<file path="src/cwsd_defs.svh">
`ifndef CWSD_DEFS_SVH
`define CWSD_DEFS_SVH

// ------------------------------------------------------------
// register offsets
// ------------------------------------------------------------
`define CWSD_OFF_CTRL 8'h00
`define CWSD_OFF_POL 8'h01
`define CWSD_OFF_DBR 8'h02
`define CWSD_OFF_IRQ_STAT 8'h03
`define CWSD_OFF_IRQ_MASK 8'h04
`define CWSD_OFF_PIN_STAT 8'h05

// ------------------------------------------------------------
// field positions and write masks
// ------------------------------------------------------------
`define CWSD_CTRL_WMASK 8'hf7
`define CWSD_POL_A_BIT 0
`define CWSD_POL_B_BIT 1
`define CWSD_DBR_W 6
`define CWSD_IRQ_W 3
`define CWSD_IRQ_SD_ENTER 0
`define CWSD_IRQ_SD_EXIT 1
`define CWSD_IRQ_DB_DONE 2

// ------------------------------------------------------------
// reset values
// ------------------------------------------------------------
`define CWSD_CTRL_RST 8'h00
`define CWSD_POL_RST 2'h0
`define CWSD_DBR_RST 6'h00
`define CWSD_IRQ_RST 3'h0

`endif

</file>
<file path="src/cwsd_pkg.sv">
package cwsd_pkg;

   // ------------------------------------------------------------
   // shutdown state codes of one output
   // ------------------------------------------------------------
   typedef enum logic [1:0] {
      CWSD_SD_INACTIVE = 2'h0,
      CWSD_SD_TRISTATE = 2'h1,
      CWSD_SD_LOW = 2'h2,
      CWSD_SD_HIGH = 2'h3
   } cwsd_sd_code_t;

   // control register layout, msb first
   typedef struct packed {
      cwsd_sd_code_t out_b_shutdown_state;
      cwsd_sd_code_t out_a_shutdown_state;
      logic unused_bit3;
      logic [2:0] input_source_select;
   } cwsd_ctrl_t;

   // one output pin: level and output enable
   typedef struct packed {
      logic level;
      logic oe;
   } cwsd_pin_t;

   // dead-band sequencer states
   typedef enum logic [2:0] {
      CWSD_DB_IDLE = 3'b001,
      CWSD_DB_COUNT = 3'b010,
      CWSD_DB_DONE = 3'b100
   } cwsd_db_state_t;

endpackage : cwsd_pkg

</file>
<file path="src/cwsd_deadband.sv">
`include "cwsd_defs.svh"

module cwsd_deadband (
   // clock and reset
   input wire logic sys_clk,
   input wire logic rst_n,
   // control
   input wire logic start,
   input wire logic abort,
   input wire logic [`CWSD_DBR_W-1:0] count,
   // status
   output logic done
);
   import cwsd_pkg::*;

   cwsd_db_state_t state;
   cwsd_db_state_t next_state;
   logic [`CWSD_DBR_W-1:0] remain;
   logic [`CWSD_DBR_W-1:0] next_remain;

   // ------------------------------------------------------------
   // next state: abort wins, shutdown may end mid-count
   // ------------------------------------------------------------
   always_comb begin
      next_state = state;
      next_remain = remain;
      unique case (state)
         CWSD_DB_IDLE: begin
            if (start) begin
               next_remain = count;
               next_state = (count == `CWSD_DBR_RST) ? CWSD_DB_DONE : CWSD_DB_COUNT;
            end
         end
         CWSD_DB_COUNT: begin
            next_remain = remain - 6'h01;
            if (remain == 6'h01) begin
               next_state = CWSD_DB_DONE;
            end
         end
         CWSD_DB_DONE: begin
            next_state = CWSD_DB_DONE;
         end
         default: begin
            next_state = CWSD_DB_IDLE;
         end
      endcase
      if (abort) begin
         next_state = CWSD_DB_IDLE;
      end
   end

   // state flops
   always_ff @(posedge sys_clk or negedge rst_n) begin
      if (!rst_n) begin
         state <= CWSD_DB_IDLE;
         remain <= `CWSD_DBR_RST;
      end else begin
         state <= next_state;
         remain <= next_remain;
      end
   end

   assign done = (state == CWSD_DB_DONE);

endmodule : cwsd_deadband

</file>
<file path="src/cwsd_top.sv">
// Operation
// shutdown fields apply only while shutdown present
// B code 11 high, 10 low, polarity ignored
// B code 01 tri-states pin B
// B code 00 inactive after dead band, polarity
// A code 11 high, 10 low, polarity ignored
// A code 01 tri-states pin A
// A code 00 inactive after dead band, polarity
// three-bit field selects one of eight sources
// control bit 3 ignores writes, reads zero
// B field bits 7-6, A field 5-4
// polarity one inverts the output
// dead band n gives n to n+1 counts
`include "cwsd_defs.svh"

module cwsd_top (
   // clock and reset
   input wire logic sys_clk,
   input wire logic rst_n,
   // register port
   input wire logic [7:0] reg_addr,
   input wire logic [7:0] reg_wdata,
   input wire logic reg_wr,
   input wire logic reg_rd,
   output logic [7:0] reg_rdata,
   // waveform sources
   input wire logic comparator1_async_output,
   input wire logic comparator2_async_output,
   input wire logic pwm_unit1_output,
   input wire logic pwm_unit2_output,
   input wire logic pwm_unit3_output,
   input wire logic pwm_unit4_output,
   input wire logic num_osc_output,
   input wire logic logic_cell1_output,
   // shutdown event from the shutdown source logic
   input wire logic shutdown_event_status,
   // output pins
   output cwsd_pkg::cwsd_pin_t output_pin_a,
   output cwsd_pkg::cwsd_pin_t output_pin_b,
   // interrupt
   output logic irq
);
   import cwsd_pkg::*;

   // ------------------------------------------------------------
   // registers and state
   // ------------------------------------------------------------
   cwsd_ctrl_t ctrl;
   logic out_a_polarity;
   logic out_b_polarity;
   logic [`CWSD_DBR_W-1:0] rising_deadband_count;
   logic [`CWSD_IRQ_W-1:0] irq_stat;
   logic [`CWSD_IRQ_W-1:0] irq_mask;
   logic sd_prev;
   logic db_done_prev;

   // ------------------------------------------------------------
   // decoded bus strobes
   // ------------------------------------------------------------
   wire wr_ctrl = reg_wr && (reg_addr == `CWSD_OFF_CTRL);
   wire wr_pol = reg_wr && (reg_addr == `CWSD_OFF_POL);
   wire wr_dbr = reg_wr && (reg_addr == `CWSD_OFF_DBR);
   wire wr_mask = reg_wr && (reg_addr == `CWSD_OFF_IRQ_MASK);
   wire rd_stat = reg_rd && (reg_addr == `CWSD_OFF_IRQ_STAT);

   // ------------------------------------------------------------
   // input source selection
   // ------------------------------------------------------------
   // vector index equals the select code, so the mux is one bit-select
   wire [7:0] src_vec = {logic_cell1_output, num_osc_output,
                         pwm_unit4_output, pwm_unit3_output,
                         pwm_unit2_output, pwm_unit1_output,
                         comparator2_async_output, comparator1_async_output};
   wire src_sel = src_vec[ctrl.input_source_select];

   // normal complementary waveform, polarity applied
   wire normal_a = src_sel ^ out_a_polarity;
   wire normal_b = ~src_sel ^ out_b_polarity;

   // ------------------------------------------------------------
   // shutdown edges and dead band
   // ------------------------------------------------------------
   wire sd = shutdown_event_status;
   wire sd_enter = sd && !sd_prev;
   wire sd_exit = !sd && sd_prev;
   wire db_done;
   wire db_done_rise = db_done && !db_done_prev;

   // one counter serves both pins; both share the rising dead band
   cwsd_deadband u_deadband (
      .sys_clk(sys_clk),
      .rst_n(rst_n),
      .start(sd_enter),
      .abort(!sd),
      .count(rising_deadband_count),
      .done(db_done)
   );

   // ------------------------------------------------------------
   // shutdown drive of one pin
   // ------------------------------------------------------------
   function automatic cwsd_pin_t sd_drive(input cwsd_sd_code_t code, input logic normal,
                                          input logic pol, input logic dead_done);
      cwsd_pin_t pin;
      pin.level = 1'b0;
      pin.oe = 1'b1;
      unique case (code)
         CWSD_SD_HIGH: pin.level = 1'b1;
         CWSD_SD_LOW: pin.level = 1'b0;
         CWSD_SD_TRISTATE: pin.oe = 1'b0;
         CWSD_SD_INACTIVE: pin.level = dead_done ? pol : normal;
      endcase
      return pin;
   endfunction : sd_drive

   // next pin values: shutdown fields only while the event is present
   wire cwsd_pin_t sd_a = sd_drive(ctrl.out_a_shutdown_state, normal_a, out_a_polarity, db_done);
   wire cwsd_pin_t sd_b = sd_drive(ctrl.out_b_shutdown_state, normal_b, out_b_polarity, db_done);
   wire cwsd_pin_t next_pin_a = sd ? sd_a : cwsd_pin_t'{level: normal_a, oe: 1'b1};
   wire cwsd_pin_t next_pin_b = sd ? sd_b : cwsd_pin_t'{level: normal_b, oe: 1'b1};

   // ------------------------------------------------------------
   // interrupt status
   // ------------------------------------------------------------
   wire [`CWSD_IRQ_W-1:0] irq_events = {db_done_rise, sd_exit, sd_enter};
   // an event in the read-clear cycle survives: set wins
   wire [`CWSD_IRQ_W-1:0] next_irq_stat = (rd_stat ? `CWSD_IRQ_RST : irq_stat) | irq_events;

   // ------------------------------------------------------------
   // read data select
   // ------------------------------------------------------------
   wire [7:0] rd_ctrl = ctrl & `CWSD_CTRL_WMASK;
   wire [7:0] rd_pol = {6'h00, out_b_polarity, out_a_polarity};
   wire [7:0] rd_pins = {2'h0, sd, db_done, output_pin_b.oe, output_pin_b.level,
                         output_pin_a.oe, output_pin_a.level};
   wire [7:0] rd_mux =
      (reg_addr == `CWSD_OFF_CTRL) ? rd_ctrl :
      (reg_addr == `CWSD_OFF_POL) ? rd_pol :
      (reg_addr == `CWSD_OFF_DBR) ? {2'h0, rising_deadband_count} :
      (reg_addr == `CWSD_OFF_IRQ_STAT) ? {5'h00, irq_stat} :
      (reg_addr == `CWSD_OFF_IRQ_MASK) ? {5'h00, irq_mask} :
      (reg_addr == `CWSD_OFF_PIN_STAT) ? rd_pins : 8'h00;

   // ------------------------------------------------------------
   // software registers
   // ------------------------------------------------------------
   // bit 3 is never stored, so it cannot leak back on a read
   always_ff @(posedge sys_clk or negedge rst_n) begin
      if (!rst_n) begin
         ctrl <= `CWSD_CTRL_RST;
         {out_b_polarity, out_a_polarity} <= `CWSD_POL_RST;
         rising_deadband_count <= `CWSD_DBR_RST;
         irq_mask <= `CWSD_IRQ_RST;
      end else begin
         if (wr_ctrl) ctrl <= reg_wdata & `CWSD_CTRL_WMASK;
         if (wr_pol) {out_b_polarity, out_a_polarity} <= reg_wdata[`CWSD_POL_B_BIT:`CWSD_POL_A_BIT];
         if (wr_dbr) rising_deadband_count <= reg_wdata[`CWSD_DBR_W-1:0];
         if (wr_mask) irq_mask <= reg_wdata[`CWSD_IRQ_W-1:0];
      end
   end

   // read data stands only in the cycle after the strobe
   always_ff @(posedge sys_clk or negedge rst_n) begin
      if (!rst_n) begin
         reg_rdata <= 8'h00;
      end else begin
         reg_rdata <= reg_rd ? rd_mux : 8'h00;
      end
   end

   // ------------------------------------------------------------
   // block state and pins
   // ------------------------------------------------------------
   // pins reset driven low rather than floating the switches
   always_ff @(posedge sys_clk or negedge rst_n) begin
      if (!rst_n) begin
         output_pin_a <= '{level: 1'b0, oe: 1'b1};
         output_pin_b <= '{level: 1'b0, oe: 1'b1};
         sd_prev <= 1'b0;
         db_done_prev <= 1'b0;
         irq_stat <= `CWSD_IRQ_RST;
      end else begin
         output_pin_a <= next_pin_a;
         output_pin_b <= next_pin_b;
         sd_prev <= sd;
         db_done_prev <= db_done;
         irq_stat <= next_irq_stat;
      end
   end

   // level interrupt, high while any unmasked bit is set
   assign irq = |(irq_stat & irq_mask);
endmodule : cwsd_top

</file>
<file path="config.mk">
export PLATFORM = sky130hd
export DESIGN_NAME = cwsd_top
export DESIGN_NICKNAME = d
export VERILOG_FILES = /design/src/cwsd_pkg.sv /design/src/cwsd_deadband.sv /design/src/cwsd_top.sv
export VERILOG_INCLUDE_DIRS = /design/src
export SDC_FILE = /design/constraint.sdc
export NUM_CORES = 1
export LEC_CHECK = 0
export ABC_AREA = 1
export BUFFER_PORTS_ARGS = -buffer_cell sky130_fd_sc_hd__buf_4
export CAP_MARGIN = 20
export CORE_MARGIN = 2
export CORE_UTILIZATION = 40
export CTS_CLUSTER_SIZE = 10
export DETAILED_ROUTE_END_ITERATION = 12
export SKIP_LAST_GASP = 1
export SYNTH_ARGS = -nofsm -noshare
export SYNTH_HDL_FRONTEND = slang
export SYNTH_SLANG_ARGS = --single-unit
</file>
<file path="constraint.sdc">
create_clock -name sys_clk -period 3.4 [get_ports sys_clk]
set_input_delay 0.68 -clock sys_clk [delete_from_list [all_inputs] [get_ports sys_clk]]
set_output_delay 0.68 -clock sys_clk [all_outputs]
set_load 0.05 [all_outputs]
</file>
==> results.ini, run 1 <==
[clocking]
worstSkewPairLatency_ps = 300
ctsResizeCount = 0
clock_sinks = 44
clk_path_buf_depth = 2
post_cts_buffers = 0
cts_tree = built
cts.reportedPaths.clkPinSlew_ps = 90
cts_htree_levels = 2
cts_buffers = 5
postCtsHoldBufs = 0
cts-root-buf = clkbuf_8

[yosys]
yosys_warnings = 0
post_synth_mux_area_share_pct = 0.636
synthAdderAreaFrac_pct = 4.24
synth_most_common_cell = nand2_1
synth_compound_area_share_pct = 14.4
synth-seq-cells = 44
syn_nets = 324
synth_edf_count = 0
ys_top_cells_by_area = dfrtp_1 43%, nand2_1 11%, inv_1 6.4%
ys_async_sr_fraction_pct = 100
synthTopCellsByCount = 70 x nand2_1, 41 x dfrtp_1, 40 x inv_1
synth_cell_type_count = 32
avgSynthCellArea_sq_um = 8.23
netlist_area_sq_um = 2360
synth_top_family_by_area = simple AND/OR/NAND/NOR gates
ys_seq_area_share_pct = 46.8
synth_xor_area_share_pct = 0.371
yosysTopAreaCell = dfrtp_1
synth_top_area_share_pct = 43.5
postSynthCellCount = 287
synthSimpleGateAreaFrac_pct = 24.7
synth-main-ff-cell = dfrtp_1

[finish]
antenna_cells = 0
fin_area_sq_um = 2850
syn2layout_area_growth_pct = 20.6
layout-drive-gt1-share_pct = 24.9
final_nets = 370
final_util_pct = 50.8

[timing]
fmax_ghz = 0.567
setup_violations = 0
fin_crit_sh_pct = 51.9
rsz0062_at_grt = no
fin_setup_tns_ps = 0
maxSlewHeadroom_pct = 62.6
worst_slew_pin_slew_ps = 562
min_period_ps = 1760
fin_skew_ps = 10.1
hold_viol = 0
slew_violations = 0

[die]
die_width_microns = 80.8
rows = 27
ios = 42
die_h_microns = 80.8
die_area_sq_um = 6530
start_util_pct = 42.1
core_area_sq_um = 5610

[power]
cell_internal_pwr_mw = 0.870
clockPowerShare_pct = 31.8
p_comb_share_pct = 19.5
swShare_pct = 28.7
power_frac_seq_pct = 48.8
worst_ir_drop_vdd_mv = 0.180
pwr_density_cell_nw_per_um2 = 428
p_switching_mw = 0.350
power.leakage_nw = 1.42

[global_routing]
grt_usage_pct = 18.7
antenna_found_initial = 0
gr-total-overflow = 0
grt_pass1_wl_microns = 9250
grt_max_degree = 45
grt_pass1_vias = 1910

[placed_design]
placed_area_sq_um = 2740
dp_hpwl_microns = 4180
place.gp.congestion = 0.887
port_buffers = 41

[route]
dr.pass1.iters = 4
avgRoutedWirePerCell_microns = 13.2
drt_iter0_markers = 100
drt_wl_total_microns = 5360
vias = 1995
ant_nets = 0
drc_errors = 0
viasPerCell = 4.91

[critical_path]
path_cells = nand2_1 > nand3_1 > buf_4
r2r_start = u_deadband.state[0]
crit_type = reg2out
critPathArrivalTime_ps = 1080
cpPeakStageDelay_ps = 420
crit_path_start_kind = flop
worstPathMaxFanout = 3
end_kind = primary output
required_ps = 2720
crit_start = irq_mask[1]
slowest_stage = dfrtp_1

[worst_hold_path]
hp-class = in2async

[outcome]
status = finished, final reports clean

[run]
drv_cap = 0

[final timing paths]
path / endpoint / slack, ps / cells past startpoint
setup / recovery: irq / 1640 / 3
hold / removal: rising_deadband_count[4] / 370 / 1
setup reg to reg: u_deadband.remain[5] / 1880 / 6
hold reg to reg: irq_stat[2] / 450 / 1
max in group asynchronous: u_deadband.state[0] / 2640 / 1
min in group sys_clk: irq_stat[2] / 450 / 1
[per-layer routing]
| metal | track usage, % | vias up | routed length [microns] |
|---|---|---|---|
| li1 | - | 1021 | - |
| met1 | 26.5 | 912 | 2640 |
| met2 | 28.3 | 56 | 2360 |
| met3 | 4.11 | 6 | 290 |
| met4 | 6.78 | 0 | 74 |
| met5 | 0 | - | 0 |
[final cells by class]
class	instances	area (sq um)
Multi-Input combinational cell	190	1050
Inverter	51	191
Timing Repair Buffer	41	308
Clock buffer	6	72.6
Fill cell	557	2760
Clock inverter	2	35.0
Tap cell	72	90.1
Sequential cell	44	1100
[per-stage QoR]
step	instances	setup WS (ps)	hold WS (ps)	power, mW
3_3_place_gp	398	1430	442	0.841
6_report	406	1640	373	1.22
5_1_grt	406	1570	406	1.30
4_1_cts	406	1620	385	1.24
3_5_place_dp	398	1390	447	0.845
2_1_floorplan	287	1750	384	0.756
[cells in the final DEF, fill, tap and decap left out, types with 5 or more instances in the layout]
cell type	n
dfrtp_1	41
nor2_1	17
o21ai_2	8
o21ai_0	13
nand3_1	19
nand4_1	5
o21ai_1	15
inv_1	40
buf_4	41
inv_2	10
clkbuf_8	5
a21oi_1	5
ha_1	8
nand2_1	70
[flip-flops by register name, indices dropped and copies added (netlist names)]
| register | count |
|---|---|
| ctrl | 7 |
| db_done_prev | 1 |
| irq_mask | 3 |
| irq_stat | 3 |
| out_a_polarity | 1 |
| out_b_polarity | 1 |
| output_pin_a | 2 |
| output_pin_b | 2 |
| reg_rdata | 8 |
| rising_deadband_count | 6 |
| sd_prev | 1 |
| u_deadband.remain | 6 |
| u_deadband.state | 3 |
[power by group through the flow]
stage | Clock [mW] | Sequential [mW] | Combinational, mW
5_1_grt | 0.429 | 0.600 | 0.273
4_1_cts | 0.400 | 0.595 | 0.240
6_report | 0.388 | 0.595 | 0.238
3_3_place_gp | 0 | 0.605 | 0.236
3_5_place_dp | 0 | 0.606 | 0.239
2_1_floorplan | 0 | 0.614 | 0.143
[kinds of logic (layout without fill, tap and decap cells)]
logic type	after synthesis	count (layout)
XOR/XNOR	1	1
flip-flops	44	44
adder cells (fa/ha/maj)	8	8
AO/OA/AOI/OAI	55	55
multiplexers	1	1
buffers and inverters	53	100
AND/OR/NAND/NOR	125	125
[critical path, delay by kind of cell (launching register included)]
kind	cells	cell delay, ps
DFF	1	420
buffers and inverters	1	200
and+or+nand+nor	2	170
Note: power is estimated with default switching activity, not from simulation.
==> run 2, diff against run 1 <==
Clock period 3.4 ns to 1.7 ns, I/O delays scaled along.
==> results.ini, run 2 (same netlist as run 1, synthesis figures left out) <==
[power]
power_frac_seq_pct = 47.6
cell_internal_pwr_mw = 1.78
worst_ir_drop_vdd_mv = 0.447
clockPowerShare_pct = 33.5
pwr_density_cell_nw_per_um2 = 870
swShare_pct = 28.6
p_switching_mw = 0.714
power.leakage_nw = 1.43
p_comb_share_pct = 18.8

[timing]
fin_setup_tns_ps = 0
fin_skew_ps = 6.64
worst_slack_ps = 223
setup_violations = 0
maxSlewHeadroom_pct = 63.4
fmax_ghz = 0.677
min_period_ps = 1480
fin_crit_sh_pct = 86.9
worst_slew_pin_slew_ps = 549
slew_violations = 0
rsz0062_at_grt = no
hold_viol = 0

[die]
ios = 42
start_util_pct = 42.1
rows = 27
die_area_sq_um = 6530
die_h_microns = 80.8
die_width_microns = 80.8
core_area_sq_um = 5610

[placed_design]
post-place-ws_ps = 64.7
port_buffers = 41
dp_hpwl_microns = 4080
placed_area_sq_um = 2750
place.gp.congestion = 0.916

[route]
vias = 2001
drt_iter0_markers = 123
avgRoutedWirePerCell_microns = 12.8
drc_errors = 0
ant_nets = 0
viasPerCell = 4.92
dr.pass1.iters = 4
drt_wl_total_microns = 5210

[critical_path]
worstPathMaxFanout = 10
cp_top_family = flip-flops
cpPeakStageDelay_ps = 580
slowest_stage = dfstp_2
r2r_end = u_deadband.remain[5]
reg2regPathDepth = 6
crit_type = reg2reg
end_kind = flop
r2r_start = u_deadband.state[0]
crit_start = u_deadband.state[0]
critPathMostFrequentCell = o21ai_1
crit_path_start_kind = flop
required_ps = 1920
r2r_slack_ps = 220
critPathArrivalTime_ps = 1700
path_cells = nand3_1 > nor2_1 > nand2_2 > o21ai_1 > o21ai_1 > o21ai_1
path_buf_inv = 0

[global_routing]
gr-total-overflow = 0
grt_max_degree = 45
antenna_found_initial = 0
grt_pass1_vias = 1893
grt_usage_pct = 18.5
grt_pass1_wl_microns = 9180

[clocking]
clk_path_buf_depth = 2
worstSkewPairLatency_ps = 290
cts_buffers = 5
ctsResizeCount = 0
cts.reportedPaths.clkPinSlew_ps = 90
cts-root-buf = clkbuf_8
post_cts_buffers = 0
postCtsHoldBufs = 0
cts_htree_levels = 2
cts_tree = built
clock_sinks = 44

[worst_hold_path]
hp-class = in2async

[run]
drv_cap = 0

[finish]
largestRegisters = reg_rdata: 8 flops, ctrl: 7 flops
syn2layout_area_growth_pct = 21.5
layout-drive-gt1-share_pct = 25.4
fin_area_sq_um = 2870
final_nets = 371
top_register = reg_rdata
largest_reg_flops = 8
layout_commonest_cell = nand2_1
mostFrequentLayoutCells = 70 x nand2_1, 42 x buf_4, 41 x dfrtp_1
antenna_cells = 0
final_util_pct = 51.2

[outcome]
status = finished, final reports clean

## run 2: power by group through the flow
stage / clock [mW] / sequential, mW / combinational (mW)
after floorplan: 0 / 1.23 / 0.286
after global placement: 0 / 1.21 / 0.471
after detailed placement: 0 / 1.21 / 0.474
after CTS: 0.856 / 1.19 / 0.475
after global routing: 0.901 / 1.20 / 0.540
final: 0.838 / 1.19 / 0.470
## run 2: worst reg2reg max path, stage by stage, from the launching register on
cell and delay, ps:
dfstp_2 580, nand3_1 120, nor2_1 200, nand2_2 170, o21ai_1 150, o21ai_1 90
o21ai_1 90
## run 2: worst max-delay path by stage
| stage | endpoint | slack [ps] | depth (start not counted) |
|---|---|---|---|
| 3_3_place_gp | ctrl[7] | 130 | 9 |
| 5_1_grt | u_deadband.remain[5] | 80 | 6 |
| 3_5_place_dp | ctrl[6] | 60 | 9 |
| 2_1_floorplan | rising_deadband_count[3] | 390 | 7 |
| 6_report | u_deadband.remain[5] | 220 | 6 |
| 4_1_cts | u_deadband.remain[5] | 240 | 6 |
## run 2: metrics by stage
step / power, mW / std cells / hold slack (ps)
6_report: 2.50 / 407 / 33.1
5_1_grt: 2.64 / 407 / 77.0
4_1_cts: 2.52 / 407 / 54.8
3_5_place_dp: 1.68 / 399 / 372
3_3_place_gp: 1.68 / 399 / 374
2_1_floorplan: 1.51 / 287 / 44.4
## run 2: per-layer routing
| layer | track usage [%] | wire length, microns |
|---|---|---|
| met4 | 5.93 | 84 |
| met5 | 0 | 0 |
| met3 | 3.78 | 308 |
| met1 | 25.9 | 2490 |
| met2 | 28.7 | 2320 |
## run 2: layout make-up
cell class                 instances  area [sq um]
fill                             556          2740
sequential                        44          1100
multi-input combinational        190          1050
timing repair buffer              42           315
inverter                          51           191
tap                               72          90.1
clock buffer                       6          82.6
clock inverter                     2          38.8
